===== src/hw/rca_pkg.sv =====
// Shared constants and types for the audio control and power-up block
package rca_pkg;

    // ------------------------------------------------------------
    // Clock and tone timing
    // ------------------------------------------------------------
    localparam int unsigned CLK_HZ = 50_000_000;
    localparam int unsigned TONE_LO_HZ = 256;
    localparam int unsigned TONE_HI_HZ = 512;
    localparam int unsigned HALF_LO_CYC = CLK_HZ / (2 * TONE_LO_HZ);
    localparam int unsigned HALF_HI_CYC = CLK_HZ / (2 * TONE_HI_HZ);
    localparam int unsigned TONE_CNT_W = 17;

    // ------------------------------------------------------------
    // Serial bus and register map
    // ------------------------------------------------------------
    localparam logic [6:0] DEV_ADDR_DEF = 7'h68;
    localparam logic [7:0] OFS_OSC = 8'h00;
    localparam logic [7:0] OFS_CAL = 8'h07;
    localparam logic [7:0] OFS_AUDIO = 8'h08;
    localparam logic [7:0] OFS_CHARGE = 8'h09;
    localparam logic [7:0] OFS_FREEZE = 8'h0c;
    localparam logic [7:0] OFS_FAIL = 8'h0f;

    // Field positions
    localparam int BIT_OSC_DIS = 7;
    localparam int BIT_OUT = 7;
    localparam int BIT_FT = 6;
    localparam int BIT_CAL_SIGN = 5;
    localparam int BIT_PITCH = 7;
    localparam int BIT_TONE_EN = 6;
    localparam int BIT_MUTE = 4;
    localparam int BIT_DIODE = 3;
    localparam int BIT_PATH = 2;
    localparam int BIT_FREEZE = 6;
    localparam int BIT_IRQ_EN = 7;
    localparam int BIT_OF = 2;

    // Power-up values, charger close key and power-up wait count
    localparam logic [3:0] VOL_FIRST = 4'h0;
    localparam logic [3:0] KEY_PWRUP = 4'ha;
    localparam logic [3:0] KEY_CLOSE = 4'h5;
    localparam logic [4:0] CAL_FIRST = 5'h00;
    localparam logic [1:0] INIT_WAIT = 2'h3;

    // ------------------------------------------------------------
    // Types
    // ------------------------------------------------------------
    typedef enum logic [2:0] {
        BUS_IDLE = 3'b000,
        BUS_ADDR = 3'b001,
        BUS_ACK_A = 3'b010,
        BUS_WREG = 3'b011,
        BUS_ACK_W = 3'b100,
        BUS_WDATA = 3'b101,
        BUS_RDATA = 3'b110,
        BUS_RACK = 3'b111
    } rca_bus_st_t;

    typedef struct packed {
        logic tone_512;
        logic tone_en;
        logic mute;
        logic [3:0] volume;
    } rca_audio_t;

    typedef struct packed {
        logic oscillator_disable;
        logic transfer_freeze;
        logic frequency_test_enable;
        logic osc_failure_flag;
        logic osc_fail_irq_enable;
        logic cal_sign;
        logic [4:0] cal_value;
    } rca_clock_t;

    typedef struct packed {
        logic [3:0] charger_key_nibble;
        logic charger_diode_switch;
        logic charger_path_enable;
        logic charger_closed;
    } rca_charge_t;

endpackage


===== src/hw/rca_ctrl.sv =====
// Audio control register, serial bus slave and power-up initial values
module rca_ctrl #(
    parameter logic [6:0] DEV_ADDR = rca_pkg::DEV_ADDR_DEF,
    parameter int unsigned HALF_LO = rca_pkg::HALF_LO_CYC,
    parameter int unsigned HALF_HI = rca_pkg::HALF_HI_CYC
) (
    input wire logic clk_i,
    input wire logic rst_i,
    input wire logic scl_i,
    input wire logic sda_i,
    output logic sda_o,
    output logic sda_oe_n_o,
    input wire logic backup_kept_i,
    input wire logic osc_stopped_i,
    output rca_pkg::rca_audio_t audio_o,
    output logic amp_on_o,
    output logic tone_sel_o,
    output logic tone_o,
    output rca_pkg::rca_clock_t clock_o,
    output rca_pkg::rca_charge_t charge_o,
    output logic mfp_o,
    output logic mfp_oe_n_o
);
    import rca_pkg::*;

    initial begin
        if (HALF_LO < 2 || HALF_HI < 2 || HALF_LO >= (1 << TONE_CNT_W)
            || HALF_HI >= (1 << TONE_CNT_W)) begin
            $error("tone half periods out of range");
        end
    end

    localparam logic [TONE_CNT_W-1:0] LO_END = TONE_CNT_W'(HALF_LO - 1);
    localparam logic [TONE_CNT_W-1:0] HI_END = TONE_CNT_W'(HALF_HI - 1);

    typedef struct packed {
        logic scl_s1;
        logic scl_s2;
        logic scl_p;
        logic sda_s1;
        logic sda_s2;
        logic sda_p;
        logic bk_s1;
        logic bk_s2;
        logic of_s1;
        logic of_s2;
        rca_bus_st_t st;
        logic [3:0] bitcnt;
        logic [7:0] shreg;
        logic [7:0] ptr;
        logic rw;
        logic sda_low;
        logic [1:0] init_cnt;
        logic init_done;
        logic [TONE_CNT_W-1:0] tone_cnt;
        logic tone_q;
        logic [TONE_CNT_W-1:0] ft_cnt;
        logic ft_q;
        rca_audio_t aud;
        rca_clock_t clk;
        logic out_level;
        logic [3:0] key;
        logic diode;
        logic path;
    } rca_state_t;

    rca_state_t s_q;
    rca_state_t s_d;

    logic scl_rise;
    logic scl_fall;
    logic bus_start;
    logic bus_stop;
    logic [7:0] rd_data;

    assign scl_rise = s_q.scl_s2 & ~s_q.scl_p;
    assign scl_fall = ~s_q.scl_s2 & s_q.scl_p;
    assign bus_start = s_q.scl_s2 & s_q.scl_p & s_q.sda_p & ~s_q.sda_s2;
    assign bus_stop = s_q.scl_s2 & s_q.scl_p & ~s_q.sda_p & s_q.sda_s2;

    // ------------------------------------------------------------
    // Register read mux
    // ------------------------------------------------------------
    always_comb begin
        rd_data = 8'h00;
        if (s_q.ptr == OFS_OSC) begin
            rd_data[BIT_OSC_DIS] = s_q.clk.oscillator_disable;
        end else if (s_q.ptr == OFS_CAL) begin
            rd_data[BIT_OUT] = s_q.out_level;
            rd_data[BIT_FT] = s_q.clk.frequency_test_enable;
            rd_data[BIT_CAL_SIGN] = s_q.clk.cal_sign;
            rd_data[4:0] = s_q.clk.cal_value;
        end else if (s_q.ptr == OFS_AUDIO) begin
            rd_data[BIT_PITCH] = s_q.aud.tone_512;
            rd_data[BIT_TONE_EN] = s_q.aud.tone_en;
            rd_data[BIT_MUTE] = s_q.aud.mute;
            rd_data[3:0] = s_q.aud.volume;
        end else if (s_q.ptr == OFS_CHARGE) begin
            rd_data[7:4] = s_q.key;
            rd_data[BIT_DIODE] = s_q.diode;
            rd_data[BIT_PATH] = s_q.path;
        end else if (s_q.ptr == OFS_FREEZE) begin
            rd_data[BIT_FREEZE] = s_q.clk.transfer_freeze;
        end else if (s_q.ptr == OFS_FAIL) begin
            rd_data[BIT_IRQ_EN] = s_q.clk.osc_fail_irq_enable;
            rd_data[BIT_OF] = s_q.clk.osc_failure_flag;
        end
    end

    // ------------------------------------------------------------
    // Next state
    // ------------------------------------------------------------
    always_comb begin
        s_d = s_q;
        s_d.scl_s1 = scl_i;
        s_d.scl_s2 = s_q.scl_s1;
        s_d.scl_p = s_q.scl_s2;
        s_d.sda_s1 = sda_i;
        s_d.sda_s2 = s_q.sda_s1;
        s_d.sda_p = s_q.sda_s2;
        s_d.bk_s1 = backup_kept_i;
        s_d.bk_s2 = s_q.bk_s1;
        s_d.of_s1 = osc_stopped_i;
        s_d.of_s2 = s_q.of_s1;

        // Power-up values once the backup flag has settled
        if (!s_q.init_done) begin
            s_d.init_cnt = s_q.init_cnt + 2'h1;
            if (s_q.init_cnt == INIT_WAIT) begin
                s_d.init_done = 1'b1;
                if (!s_q.bk_s2) begin
                    s_d.aud.volume = VOL_FIRST;
                    s_d.clk.oscillator_disable = 1'b0;
                    s_d.out_level = 1'b1;
                    s_d.clk.osc_failure_flag = 1'b1;
                    s_d.clk.osc_fail_irq_enable = 1'b0;
                    s_d.aud.tone_512 = 1'b1;
                    s_d.clk.cal_sign = 1'b0;
                    s_d.clk.cal_value = CAL_FIRST;
                end
            end
        end

        // Serial bus slave
        if (bus_stop || !s_q.init_done) begin
            s_d.st = BUS_IDLE;
            s_d.sda_low = 1'b0;
        end else if (bus_start) begin
            s_d.st = BUS_ADDR;
            s_d.bitcnt = 4'h0;
            s_d.sda_low = 1'b0;
        end else if (scl_rise) begin
            if (s_q.st == BUS_ADDR || s_q.st == BUS_WREG
                || s_q.st == BUS_WDATA) begin
                s_d.shreg = {s_q.shreg[6:0], s_q.sda_s2};
                s_d.bitcnt = s_q.bitcnt + 4'h1;
            end else if (s_q.st == BUS_RACK) begin
                s_d.rw = s_q.sda_s2;
            end
        end else if (scl_fall) begin
            case (s_q.st)
                BUS_ADDR: begin
                    if (s_q.bitcnt == 4'h8) begin
                        if (s_q.shreg[7:1] == DEV_ADDR) begin
                            s_d.rw = s_q.shreg[0];
                            s_d.sda_low = 1'b1;
                            s_d.st = BUS_ACK_A;
                        end else begin
                            s_d.st = BUS_IDLE;
                        end
                    end
                end
                BUS_ACK_A: begin
                    s_d.bitcnt = 4'h0;
                    if (s_q.rw) begin
                        s_d.shreg = rd_data;
                        s_d.sda_low = ~rd_data[7];
                        s_d.st = BUS_RDATA;
                    end else begin
                        s_d.sda_low = 1'b0;
                        s_d.st = BUS_WREG;
                    end
                end
                BUS_WREG: begin
                    if (s_q.bitcnt == 4'h8) begin
                        s_d.ptr = s_q.shreg;
                        s_d.sda_low = 1'b1;
                        s_d.st = BUS_ACK_W;
                    end
                end
                BUS_ACK_W: begin
                    s_d.bitcnt = 4'h0;
                    s_d.sda_low = 1'b0;
                    s_d.st = BUS_WDATA;
                end
                BUS_WDATA: begin
                    if (s_q.bitcnt == 4'h8) begin
                        s_d.ptr = s_q.ptr + 8'h01;
                        s_d.sda_low = 1'b1;
                        s_d.st = BUS_ACK_W;
                        if (s_q.ptr == OFS_OSC) begin
                            s_d.clk.oscillator_disable =
                                s_q.shreg[BIT_OSC_DIS];
                        end else if (s_q.ptr == OFS_CAL) begin
                            s_d.out_level = s_q.shreg[BIT_OUT];
                            s_d.clk.frequency_test_enable =
                                s_q.shreg[BIT_FT];
                            s_d.clk.cal_sign = s_q.shreg[BIT_CAL_SIGN];
                            s_d.clk.cal_value = s_q.shreg[4:0];
                        end else if (s_q.ptr == OFS_AUDIO) begin
                            s_d.aud.tone_512 = s_q.shreg[BIT_PITCH];
                            s_d.aud.tone_en = s_q.shreg[BIT_TONE_EN];
                            s_d.aud.mute = s_q.shreg[BIT_MUTE];
                            s_d.aud.volume = s_q.shreg[3:0];
                        end else if (s_q.ptr == OFS_CHARGE) begin
                            s_d.key = s_q.shreg[7:4];
                            s_d.diode = s_q.shreg[BIT_DIODE];
                            s_d.path = s_q.shreg[BIT_PATH];
                        end else if (s_q.ptr == OFS_FREEZE) begin
                            s_d.clk.transfer_freeze =
                                s_q.shreg[BIT_FREEZE];
                        end else if (s_q.ptr == OFS_FAIL) begin
                            s_d.clk.osc_fail_irq_enable =
                                s_q.shreg[BIT_IRQ_EN];
                            s_d.clk.osc_failure_flag = s_q.shreg[BIT_OF];
                        end
                    end
                end
                BUS_RDATA: begin
                    if (s_q.bitcnt == 4'h7) begin
                        s_d.sda_low = 1'b0;
                        s_d.ptr = s_q.ptr + 8'h01;
                        s_d.st = BUS_RACK;
                    end else begin
                        s_d.bitcnt = s_q.bitcnt + 4'h1;
                        s_d.shreg = {s_q.shreg[6:0], 1'b0};
                        s_d.sda_low = ~s_q.shreg[6];
                    end
                end
                BUS_RACK: begin
                    s_d.bitcnt = 4'h0;
                    if (s_q.rw) begin
                        s_d.st = BUS_IDLE;
                    end else begin
                        s_d.shreg = rd_data;
                        s_d.sda_low = ~rd_data[7];
                        s_d.st = BUS_RDATA;
                    end
                end
                default: begin
                    s_d.st = BUS_IDLE;
                end
            endcase
        end

        // A stopped oscillator sets the flag even during a clearing write
        if (s_q.of_s2) begin
            s_d.clk.osc_failure_flag = 1'b1;
        end

        // Tone generator, pitch picked by the tone_512 bit
        if (s_q.tone_cnt >= (s_q.aud.tone_512 ? HI_END : LO_END)) begin
            s_d.tone_cnt = '0;
            s_d.tone_q = ~s_q.tone_q;
        end else begin
            s_d.tone_cnt = s_q.tone_cnt + 1'b1;
        end

        // Fixed high-pitch square for the frequency test output
        if (s_q.ft_cnt >= HI_END) begin
            s_d.ft_cnt = '0;
            s_d.ft_q = ~s_q.ft_q;
        end else begin
            s_d.ft_cnt = s_q.ft_cnt + 1'b1;
        end
    end

    // ------------------------------------------------------------
    // State register; retained fields survive the power-on reset
    // ------------------------------------------------------------
    always_ff @(posedge clk_i or posedge rst_i) begin
        if (rst_i) begin
            s_q.scl_s1 <= 1'b1;
            s_q.scl_s2 <= 1'b1;
            s_q.scl_p <= 1'b1;
            s_q.sda_s1 <= 1'b1;
            s_q.sda_s2 <= 1'b1;
            s_q.sda_p <= 1'b1;
            s_q.bk_s1 <= 1'b0;
            s_q.bk_s2 <= 1'b0;
            s_q.of_s1 <= 1'b0;
            s_q.of_s2 <= 1'b0;
            s_q.st <= BUS_IDLE;
            s_q.bitcnt <= 4'h0;
            s_q.shreg <= 8'h00;
            s_q.ptr <= 8'h00;
            s_q.rw <= 1'b0;
            s_q.sda_low <= 1'b0;
            s_q.init_cnt <= 2'h0;
            s_q.init_done <= 1'b0;
            s_q.tone_cnt <= '0;
            s_q.tone_q <= 1'b0;
            s_q.ft_cnt <= '0;
            s_q.ft_q <= 1'b0;
            s_q.aud.mute <= 1'b1;
            s_q.aud.tone_en <= 1'b0;
            s_q.clk.transfer_freeze <= 1'b1;
            s_q.clk.frequency_test_enable <= 1'b0;
            s_q.key <= KEY_PWRUP;
            s_q.diode <= 1'b0;
            s_q.path <= 1'b0;
        end else begin
            s_q <= s_d;
        end
    end

    // ------------------------------------------------------------
    // Outputs
    // ------------------------------------------------------------
    assign sda_o = 1'b0;
    assign sda_oe_n_o = ~s_q.sda_low;
    assign audio_o = s_q.aud;
    assign amp_on_o = ~s_q.aud.mute;
    assign tone_sel_o = s_q.aud.tone_en;
    assign tone_o = s_q.tone_q & s_q.aud.tone_en & ~s_q.aud.mute;
    assign clock_o = s_q.clk;
    assign charge_o.charger_key_nibble = s_q.key;
    assign charge_o.charger_diode_switch = s_q.diode;
    assign charge_o.charger_path_enable = s_q.path;
    assign charge_o.charger_closed = s_q.path && (s_q.key == KEY_CLOSE);
    assign mfp_o = 1'b0;
    assign mfp_oe_n_o = s_q.clk.frequency_test_enable ? s_q.ft_q
                                                      : s_q.out_level;

endmodule


===== config.mk =====
export PLATFORM = sky130hd
export DESIGN_NAME = rca_ctrl
export DESIGN_NICKNAME = d
export VERILOG_FILES = /design/src/hw/rca_pkg.sv /design/src/hw/rca_ctrl.sv
export SDC_FILE = /design/constraint.sdc
export NUM_CORES = 1
export LEC_CHECK = 0
export BUFFER_PORTS_ARGS = -buffer_cell sky130_fd_sc_hd__buf_2
export CORE_MARGIN = 2
export CORE_UTILIZATION = 55
export DETAILED_ROUTE_END_ITERATION = 16
export PLACE_DENSITY = 0.73
export SLEW_MARGIN = 20
export SYNTH_ARGS = -nofsm -noshare
export SYNTH_HDL_FRONTEND = slang
export SYNTH_SLANG_ARGS = --single-unit
export TNS_END_PERCENT = 5

===== constraint.sdc =====
create_clock -name clk_i -period 2.9 [get_ports clk_i]
set_clock_uncertainty 0.2 [all_clocks]
set_input_delay 0.435 -clock clk_i [delete_from_list [all_inputs] [get_ports clk_i]]
set_output_delay 0.435 -clock clk_i [all_outputs]
set_load 0.02 [all_outputs]

Word-level counts from Yosys, hierarchy flattened
Cells that the tools add are included.
{ "totals": {"inputBits": 6, "reg_bits": 99} }
{ "classes": {"n_eq_ne": 33, "n_bitwise": 26, "n_lt_le_gt_ge": 2, "muxes": 98, "addsub": 5, "n_reduce_logical": 28} }
{ "op_table": {"columns": ["cell", "count"], "rows": [
  ["two-way mux 25 bit", 7],
  ["two-way mux 17 bit", 4],
  ["two-way mux 12 bit", 5],
  ["two-way mux 8 bit", 6],
  ["one-hot mux 8 bit (3 select lines)", 2],
  ["two-way mux 7 bit", 6],
  ["two-way mux 3 bit", 12],
  ["adder 17 x 1 -> 17 bit, second input constant", 2],
  ["equality test 8 x 4 -> 1 bit, second input constant", 4],
  ["AND reduction 8 bit", 4],
  ["two-way mux 1 bit", 31],
  ["two-way mux 9 bit", 3],
  ["two-way mux 2 bit", 13],
  ["two-way mux 6 bit", 3],
  ["one-hot mux 3 bit (6 select lines)", 1],
  ["greater-or-equal comparator 17 x 16 -> 1 bit, second input constant", 1],
  ["greater-or-equal comparator 17 bit", 1],
  ["NOT 1 bit", 17],
  ["nonzero test 4 bit", 4],
  ["two-way mux 5 bit", 3],
  ["equality test 3 bit, second input constant", 4],
  ["AND reduction 11 bit", 1],
  ["AND reduction 10 bit", 1],
  ["AND reduction 5 bit", 2],
  ["32 further kinds", 55]
]} }

Logic depth before layout (Yosys ltp)
Gate-level depths: netlist of run 1.
{ "logic_depth": {"ltp_word": 15, "mapped_depth": 8, "mapped_depth_nobuf": 7} }

Worst setup path before layout of run 1
Ideal clock, no wire load.
{ "synth_timing": {"kind": "input -> register", "startpoint": "input port rst_i", "endpoint": "register s_q (netlist bit audio_o[0]), enable pin", "n_path_buf": 0, "cell_stages": 1, "required_time_ns": 2.243, "t_arrival_ns": 2.444, "slack_ns": -0.201, "path_cell_list": "inv_1"} }
{ "synth_lines": {"columns": ["element", "line_no", "text"], "rows": [
  ["start: declaration", "rca_ctrl.sv:8", "input wire logic rst_i,"],
  ["end: declaration", "rca_ctrl.sv:67", "rca_state_t s_q;"]
]} }
No word-level cell between the ends.

Final worst setup path of run 1
{ "layout_timing": {"startpoint": "register s_q[82] in the netlist's numbering", "endpoint": "register s_q (netlist bit charge_o[5])"} }
{ "layout_between": {"elab_chain_len": 2} }
{ "layout_rtl": {"columns": ["element", "line_no", "text"], "rows": [
  ["equality test 4 bit", "rca_ctrl.sv:197", "if (s_q.bitcnt == 4'h8) begin"],
  ["AND reduction 10 bit (no line)", null, null]
]} }
Every way passes these cells.
A chain may end at the register's enable or synchronous reset.

==> summary.md, run 1 <==
| Metric | Value |
|---|---|
| Port Buffers | 35 |
| Post-synthesis cell count | 592 |
| Syn Std Cell Area | 5690 µm² |
| Inserted Clock Buffers | 9 |
| Reg2Reg Launch Point | s_q[82] |
| Internal | 0.00185 W |
| Fin Setup TNS | 0 ps |
| Wirelength, routed | 12,600 µm |
| Avg Vias per Cell | 5.85 |
| Initial antenna violation count | 0 |
| PwrDens | 415 nW/µm² |
| Ys async rst share | 84.8% |
| RR Endpoint | charge_o[5] |
| Largest net degree at the start of global routing | 32 |
| Synth Warn # | 0 |
| Cell variety after synth | 69 |
| Root Buffer | clkbuf_8 |
| Total track usage | 24.1% |
| N_diodes | 0 |
| DRC | 0 |
| Die Ht | 106 µm |
| Global route total overflow | 0 |
| Ports | 38 |
| Critical Path AT | 2700 ps |
| Crit path to | charge_o[5] |
| RSZ-0062 raised after global routing | no |
| Crit path cell chain | inv_1, ha_1, nand3b_1, or3_1, nor3_1, and3_1, mux2_2 |
| TritonCTS clock tree | yes |
| Slew HR | 48.5% |
| Via Count | 4,421 |
| Clk_lat worst skew | 380 ps |
| Pins Over Slew Limit | 0 |
| Dominant cells by area after synthesis | dfrtp_1, edfxtp_1, dfstp_2, ha_1, nand2_1 |
| Post-synthesis sequential area ratio | 45.0% |
| NetSw | 0.000696 W |
| Post-synth EDFFs | 15 |
| Fmax | 0.380 GHz |
| CP max-delay cell | or3_1 |
| Worst hold stages | 0 |
| P&R area growth vs syn | 7.73% |
| Die Wd | 106 µm |
| Top cell type's share of synthesized area | 32.5% |
| GPL Wtd Cong | 0.923 |
| R2R cell count | 7 |
| Post-CTS setup buffer count | 0 |
| Mean post-synth cell area | 9.62 µm² |
| Die Area | 11,200 µm² |
| Clock transition at the registers of the reported paths | 110 ps |
| Max FO, Critical Path | 6 |
| Detail Placement HPWL | 9230 µm |
| Worst R2R Setup Slack | 270 ps |
| Leak | 2.67 nW |
| Final #Nets | 642 |
| Dominant synthesized flop cell | dfrtp_1 |
| Layout cells sized above 1 | 17.7% |
| Worst min path class | reg -> reg |
| Final hold vios | 0 |
| Seq pwr share | 58.7% |
| Fin crit period | 2630 ps |
| Dominant cell by count in the synthesized netlist | dfrtp_1 |
| Final Cell Area | 6130 µm² |
| Ranking of synthesized cells by instance count | dfrtp_1, nand2_1, nor2_1, o21ai_0, buf_4 |
| Drt first pass iters | 4 |
| TritonCTS Sinks | 99 |
| Placement Rows | 37 |
| Combinational fraction of design power | 6.7% |
| Critical Path Max Stage Delay | 450 ps |
| First-pass GRT wire length | 21,400 µm |
| DP Area | 5890 µm² |
| Critical path class | reg -> reg |
| DR iter-0 viols | 243 |
| Starting Density | 55.9% |
| Clk buf depth | 2 |
| Worst Setup SP | s_q[82] |
| Type of element capturing the critical path | register |
| CTS H-tree depth | 3 |
| Final setup violation count | 0 |
| Tcrit/Tclk final | 90.7% |
| Switching Share | 27.4% |
| Seq cells post-synth | 99 |
| Leading area contributor after synthesis | dfrtp_1 |
| Max cap viols | 0 |
| CP startpoint kind | register |
| Worst path required time | 2970 ps |
| Pin slew with the least headroom to its limit | 767 ps |
| Vias in the first global route | 4,355 |
| Antenna-violating nets left | 0 |
| Routed length per instance | 16.7 µm |
| Status | complete, no violations |
| Peak supply drop | 0.000291 V |
| Core Area | 10,200 µm² |
| Clk pwr share | 34.6% |
[metrics by stage]
| step | utilization [%] | cells | total power (W) | setup slack [ps] | hold slack, ps |
|---|---|---|---|---|---|
| CTS | 60.2 | 756 | 0.00257 | 259 | 155 |
| finish | 60.2 | 756 | 0.00254 | 269 | 148 |
| floorplan | - | 594 | 0.00163 | 326 | 131 |
| global placement | 57.9 | 735 | 0.00168 | 365 | 134 |
| detailed placement | 57.9 | 735 | 0.00169 | 277 | 136 |
| global route | 60.2 | 756 | 0.00264 | 129 | 159 |
[state kept, by name, summed over array words and instances (netlist names)]
register    cells
s_d             6
audio_o         6
s_q            69
charge_o        6
tone_sel_o      1
clock_o        11
[final cells by class]
| cell class | count | area, µm² |
|---|---|---|
| Fill cell | 868 | 4050 |
| Clock inverter | 7 | 68.8 |
| Clock buffer | 9 | 124 |
| Multi-Input combinational cell | 424 | 2760 |
| Tap cell | 136 | 170 |
| Inverter | 23 | 90.1 |
| Timing Repair Buffer | 58 | 360 |
| Sequential cell | 99 | 2560 |
[cell families after synthesis]
logic type / share of synthesized area, %
AND/OR/NAND/NOR: 20.3
multiplexers: 4.44
adder cells (fa/ha/maj): 4.61
XOR/XNOR: 4.77
AO/OA/AOI/OAI: 14.1
buffers and inverters: 6.68
other: 0.0659
flip-flops: 45.0
[routing by layer]
metal  global-route usage, %  wire length, µm
met2                    41.3             6440
met3                    4.08              625
met1                    31.3             5360
met5                       0                0
met4                    7.71              226
[cell usage in the layout (no fill, tap or decap), types with 3 or more instances in the layout]
cell,count
a22o_1,3
nor3_1,13
o21ai_1,3
clkbuf_8,9
nand2_1,65
o22ai_1,5
and2_1,5
nor2_1,54
and4_1,3
and3_1,6
a211oi_1,5
a31oi_1,7
nand4_1,10
nor4_1,3
inv_1,22
edfxtp_1,15
xor2_1,22
dfstp_2,10
nand3b_1,10
o31ai_1,3
a2bb2oi_1,3
mux2i_1,5
o21bai_1,3
buf_4,18
xnor2_1,9
nor3b_1,3
a21oi_1,20
dlygate4sd3_1,5
nand3_1,24
a22oi_1,8
conb_1,3
nand2b_1,6
ha_1,21
o21ai_0,33
buf_2,35
nor2b_1,6
dfrtp_1,74
mux2_2,18
a21o_1,5
[worst max-delay path: cells and delay by family (launching register included)]
kind,cells,cell delay [ps]
buf+inv,1,100
fa+ha+maj,1,150
flops,1,420
mux,1,370
simple gates,4,1280
[worst min path at each step]
stage,start,end
finish,s_d[94],s_d[93]
global route,s_d[94],s_d[93]
CTS,s_d[94],s_d[93]
detailed placement,s_d[89],s_q[89]
global placement,s_d[89],s_q[89]
floorplan,s_d[89],s_q[89]
[power groups by stage]
stage | Clock, W | Combinational, W | Sequential, W
finish | 0.000879 | 0.000171 | 0.00149
CTS | 0.000907 | 0.000173 | 0.00149
detailed placement | 0 | 0.000167 | 0.00152
global route | 0.000953 | 0.000193 | 0.00150
floorplan | 0 | 0.000132 | 0.00150
global placement | 0 | 0.000161 | 0.00152
[repair_timing]
item | 4_1_cts | 5_1_grt
gates resized for setup | 0 | 0
hold buffers | 5 | 0
endpoints found under the setup margin | 0 | 0
endpoints found under the hold margin | 14 | 0
Power figures use the tool's default switching activity.
==> inputs of run 2 (changes only) <==
- BUFFER_PORTS_ARGS: -buffer_cell sky130_fd_sc_hd__buf_2 -> default
- CORE_UTILIZATION: 55 -> 48
- DONT_BUFFER_PORTS: default -> 1
- PLACE_DENSITY: 0.73 -> 0.62
==> run 2 against run 1 <==
  * Combinational power is 11% lower
  * Utilization is 7.0 points lower
  * Clock power increased by 55%
  * Global-route usage fell by 3.1 points
  * Highest routed layer unchanged
==> summary.md, run 2 (synthesis results as in run 1) <==
| Metric | Value |
|---|---|
| Status | complete, no violations |
| Post-CTS Resized | 0 (unchanged) |
| Clk_lat worst skew | 350 ps (-30 ps) |
| Critical Path Max Stage Delay | 440 ps (about the same) |
| Max reg flops | 69 (unchanged) |
| Max cap viols | 0 (unchanged) |
| Hold_ws | 153 ps (+5.05 ps) |
| P&R area growth vs syn | 7.73% (unchanged) |
| Slew HR | 45.9% (-2.6 points) |
| Cell family with most CP delay | simple AND/OR/NAND/NOR gates |
| Via Count | 4,280 (-3.2%) |
| GPL Wtd Cong | 0.862 (-6.7%) |
| Leading cell type in the layout, fill and taps excluded | dfrtp_1 |
| Final #Nets | 609 (-5.1%) |
| Pins Over Slew Limit | 0 (unchanged) |
| Largest Register | s_q |
| Peak supply drop | 0.000272 V (-6.6%) |
| Critical path buffers and inverters | 1 (unchanged) |
| PwrDens | 492 nW/µm² (+19%) |
| Post-CTS setup buffer count | 0 (unchanged) |
| Final Util | 53.3% (-7.0 points) |
| Layout cells sized above 1 | 12.6% (-5.1 points) |
| Most frequent cells in the layout | dfrtp_1, nand2_1, nor2_1 |
| Detail Placement HPWL | 9120 µm (-1.3%) |
| CP max-delay cell | or3_1 |
| Tcrit/Tclk final | 91.1% (+0.40 points) |
| Drt first pass iters | 5 (+1) |
| Crit path cell chain | inv_1, ha_1, nand3b_1, or3_1, nor3_1, and3_1, mux2_2 |
| Clk buf depth | 2 (unchanged) |
| Max FO, Critical Path | 6 (unchanged) |
| Antenna-violating nets left | 0 (unchanged) |
| CP startpoint kind | register |
| Die Area | 12,700 µm² (+14%) |
| Fin Setup TNS | 0 ps (unchanged) |
| Type of element capturing the critical path | register |
| TritonCTS Sinks | 99 (unchanged) |
| Placement Rows | 39 (+5.4%) |
| Avg Vias per Cell | 5.86 (+0.26%) |
| First-pass GRT wire length | 21,400 µm (-0.22%) |
| Fin crit period | 2640 ps (+11.5 ps) |
| Fmax | 0.378 GHz (-0.44%) |
| Leak | 2.60 nW (-2.9%) |
| Pin slew with the least headroom to its limit | 806 ps (+39.3 ps) |
| Final hold vios | 0 (unchanged) |
| Starting Density | 49.4% (-6.5 points) |
| Inserted Clock Buffers | 9 (unchanged) |
| RSZ-0062 raised after global routing | no |
| Die Wd | 113 µm (+6.8%) |
| CTS H-tree depth | 3 (unchanged) |
| Ports | 38 (unchanged) |
| Final setup violation count | 0 (unchanged) |
| Critical path class | reg -> reg |
| Root Buffer | clkbuf_16 |
| PnR Total Power | 0.00302 W (+19%) |
| N_diodes | 0 (unchanged) |
| Critical Path AT | 2680 ps (-20 ps) |
| Largest net degree at the start of global routing | 39 (+22%) |
| Port Buffers | 0 (-100%) |
| Wirelength, routed | 12,700 µm (+0.61%) |
| Worst path required time | 2930 ps (-40 ps) |
| Die Ht | 113 µm (+6.8%) |
| Routed length per instance | 17.4 µm (+4.2%) |
| DRC | 0 (unchanged) |
| DR iter-0 viols | 473 (+95%) |
| TritonCTS clock tree | yes |
| Initial antenna violation count | 0 (unchanged) |
| Clock transition at the registers of the reported paths | 70 ps (-40 ps) |
| Global route total overflow | 0 (unchanged) |
| Post-CTS Hold Fix Bufs | 5 (unchanged) |
| Worst min path class | reg -> reg |
| Total track usage | 21.0% (-3.1 points) |
| Core Area | 11,500 µm² (+13%) |
| Vias in the first global route | 4,166 (-4.3%) |
## run 2: metal layers
layer	track usage [%]	wire length, µm	part of all wire (%)
met2	34.5	6160	48
met1	27.8	5730	45
met4	8.86	288	2.3
met5	0	0	0
met3	3.64	545	4.3
## run 2: worst register-to-register path: stages (launching register included)
cell and delay (ps):
dfrtp_1 390, inv_1 90, ha_1 150, nand3b_1 100
or3_1 440, nor3_1 400, and3_1 400, mux2_2 370
## run 2: path summary, 6_finish.rpt
path,depth (start not counted),slack [ps],from,end
worst min-delay path,0,150,s_d[91],s_q[91]
max in group asynchronous,4,1400,rst_i,s_d[97]
min in group asynchronous,3,440,rst_i,s_q[41]
worst max-delay path,7,260,s_q[82],charge_o[3]
worst min register to register,0,150,s_d[91],s_q[91]
worst max register to register,7,260,s_q[82],charge_o[3]
## run 2: per-stage QoR
step	std cells	setup WS (ps)	instance area, µm²
finish	730	258	6130
CTS	730	228	6130
detailed placement	709	226	5750
global route	730	75.8	6130
floorplan	594	326	5710
global placement	709	314	5750
## run 2: layout make-up
type | instances | area (µm²)
fill | 1014 | 5380
multi-input combinational | 424 | 2760
sequential | 99 | 2560
clock buffer | 9 | 225
timing repair buffer | 25 | 213
tap | 143 | 179
clock inverter | 7 | 106
inverter | 23 | 90.1
## run 2: power breakdown
group	switching [W]	internal (W)
clock network	0.000527	0.000833
registers	0.0000527	0.00145
logic	0.0000968	0.0000558
total	0.000677	0.00234
==> inputs of run 3 (changes only) <==
- RECOVER_POWER: default -> 100
==> run 3 against run 2 <==
  * The run now ends with max-capacitance violations, max-slew violations left
  * Flip-flop and latch count unchanged
  * Hold slack about the same
  * Critical path depth shrank 2
  * Final area fell by 0.73%
  * Fmax fell by 3.0%
  * Largest power group unchanged
  * Count of clock-buffer cells in the layout did not move
==> summary.md, run 3 (synthesis results as in run 1) <==
| Metric | Value |
|---|---|
| Post-CTS setup buffer count | 0 (unchanged) |
| Worst path required time | 2930 ps (about the same) |
| Global route total overflow | 0 (unchanged) |
| Pin slew with the least headroom to its limit | 1650 ps (+844 ps) |
| Type of element capturing the critical path | register |
| Largest Register | s_q |
| Clk_lat worst skew | 350 ps (about the same) |
| P&R area growth vs syn | 6.94% |
| CP startpoint kind | register |
| Fin Setup TNS | 0 ps (unchanged) |
| Routed length per instance | 17.5 µm (+0.36%) |
| Switching Share | 22.4% (-0.025 points) |
| Final #Nets | 609 (unchanged) |
| Ports | 38 (unchanged) |
| Critical Path AT | 2760 ps (+80 ps) |
| Critical path class | reg -> reg |
| Initial antenna violation count | 0 (unchanged) |
| Final hold vios | 0 (unchanged) |
| Wirelength, routed | 12,800 µm (+0.36%) |
| Total track usage | 21.0% (unchanged) |
| Via Count | 4,293 (+0.30%) |
| TritonCTS clock tree | yes |
| Drt first pass iters | 5 (unchanged) |
| Starting Density | 49.4% (unchanged) |
| Seq pwr share | 50.0% (about the same) |
| Core Area | 11,500 µm² (unchanged) |
| GPL Wtd Cong | 0.862 (unchanged) |
| Layout cells sized above 1 | 9.54% (-3.1 points) |
| Largest net degree at the start of global routing | 39 (unchanged) |
| Pins Over Slew Limit | 39 (+39) |
| Root Buffer | clkbuf_16 |
| PnR Total Power | 0.00301 W (-0.30%) |
| Fmax | 0.367 GHz (-3.0%) |
| Clk pwr share | 45.1% (about the same) |
| Die Ht | 113 µm (unchanged) |
| Clk buf depth | 2 (unchanged) |
| Final setup violation count | 0 (unchanged) |
| Internal | 0.00233 W (-0.27%) |
| Antenna-violating nets left | 0 (unchanged) |
| Max reg flops | 69 (unchanged) |
| DRC | 0 (unchanged) |
| Avg Vias per Cell | 5.88 (+0.30%) |
| First-pass GRT wire length | 21,400 µm (unchanged) |
| Worst min path class | reg -> reg |
| Leading cell type in the layout, fill and taps excluded | dfrtp_1 |
| Max FO, Critical Path | 15 (+9) |
| Die Wd | 113 µm (unchanged) |
| Port Buffers | 0 (unchanged) |
| Failing checks | max-capacitance violations, max-slew violations |
| Final Util | 52.9% (-0.39 points) |
| Max cap viols | 1 (+1) |
| Fin crit period | 2730 ps (+83.0 ps) |
| Clock transition at the registers of the reported paths | 70 ps (about the same) |
| CTS H-tree depth | 3 (unchanged) |
| TritonCTS Sinks | 99 (unchanged) |
| DR iter-0 viols | 434 (-8.2%) |
| Detail Placement HPWL | 9120 µm (unchanged) |
| Worst hold stages | 0 (unchanged) |
| RSZ-0062 raised after global routing | no |
| NetSw | 0.000674 W (-0.41%) |
| Leak | 2.57 nW (-0.90%) |
| Die Area | 12,700 µm² (unchanged) |
| Combinational fraction of design power | 4.9% (-0.2 points) |
| Post-CTS Resized | 0 (unchanged) |
| Placement Rows | 39 (unchanged) |
| PwrDens | 494 nW/µm² (+0.44%) |
| Tcrit/Tclk final | 94.0% (+2.9 points) |
| Peak supply drop | 0.000272 V (about the same) |
| Inserted Clock Buffers | 9 (unchanged) |
| Setup WS post-layout | 175 ps (-83.0 ps) |
| Setup Slack @ Placement | 226 ps (unchanged) |
| Vias in the first global route | 4,166 (unchanged) |
| R2R cell count | 5 (-2) |
| Status | finished with violations |
| Most frequent cells in the layout | dfrtp_1, nand2_1, nor2_1 |
| Slew HR | -10.2% (-56 points) |
| N_diodes | 0 (unchanged) |
==> run 3: changes by cell type in the layout (fill, tap and decap cells not counted), moves of 5 or more <==
cell      delta
clkbuf_1     +5
dfstp_1      +7
dfstp_2      -7
buf_4        -7
==> run 3: worst max-delay path: stages (launching register included) <==
cell and delay (ps):
dfrtp_1 420, or4_4 620, or3_1 520, nor4_4 170
clkbuf_2 310, mux2_2 370
==> run 3: through the flow <==
step	hold slack, ps	instances	area, µm²
after global routing	168	730	6090
final	153	730	6090
after CTS	159	730	6130
after global placement	148	709	5750
after detailed placement	146	709	5750
after floorplan	131	594	5710
==> run 3: area by class of cell <==
class	count	area (µm²)
fillers	1026	5430
inverters	23	87.6
clock inverters	7	106
repair buffers	25	181
well taps	143	179
multi-input cells	424	2750
flip-flops and latches	99	2560
clock buffers	9	225
==> run 3: power groups by stage <==
stage | Sequential (W) | Clock (W) | Combinational [W]
CTS | 0.00151 | 0.00137 | 0.000154
global route | 0.00151 | 0.00143 | 0.000168
detailed placement | 0.00153 | 0 | 0.000147
global placement | 0.00153 | 0 | 0.000144
floorplan | 0.00150 | 0 | 0.000132
finish | 0.00150 | 0.00136 | 0.000147
==> run 3: worst paths after layout <==
path	from	end	slack [ps]
setup / recovery	s_q[70]	clock_o[8]	170
hold / removal	s_d[91]	s_q[91]	150
setup reg to reg	s_q[70]	clock_o[8]	170
hold reg to reg	s_d[91]	s_q[91]	150
max in group asynchronous	rst_i	s_q[31]	530
min in group asynchronous	rst_i	s_q[61]	790
==> run 3: routing by layer <==
metal | global-route usage [%] | share of wire (%) | up-vias | routed length [µm]
met5 | 0 | 0 | - | 0
met4 | 8.86 | 2.3 | 0 | 295
met3 | 3.64 | 3.9 | 21 | 503
met2 | 34.5 | 48 | 106 | 6190
met1 | 27.8 | 45 | 2105 | 5780
li1 | - | - | 2061 | -
==> run 3: what timing repair did <==
item | 4_1_cts | 5_1_grt
hold buffers | 5 | 0
endpoints found under the hold margin | 59 | 0
endpoints found under the setup margin | 0 | 0
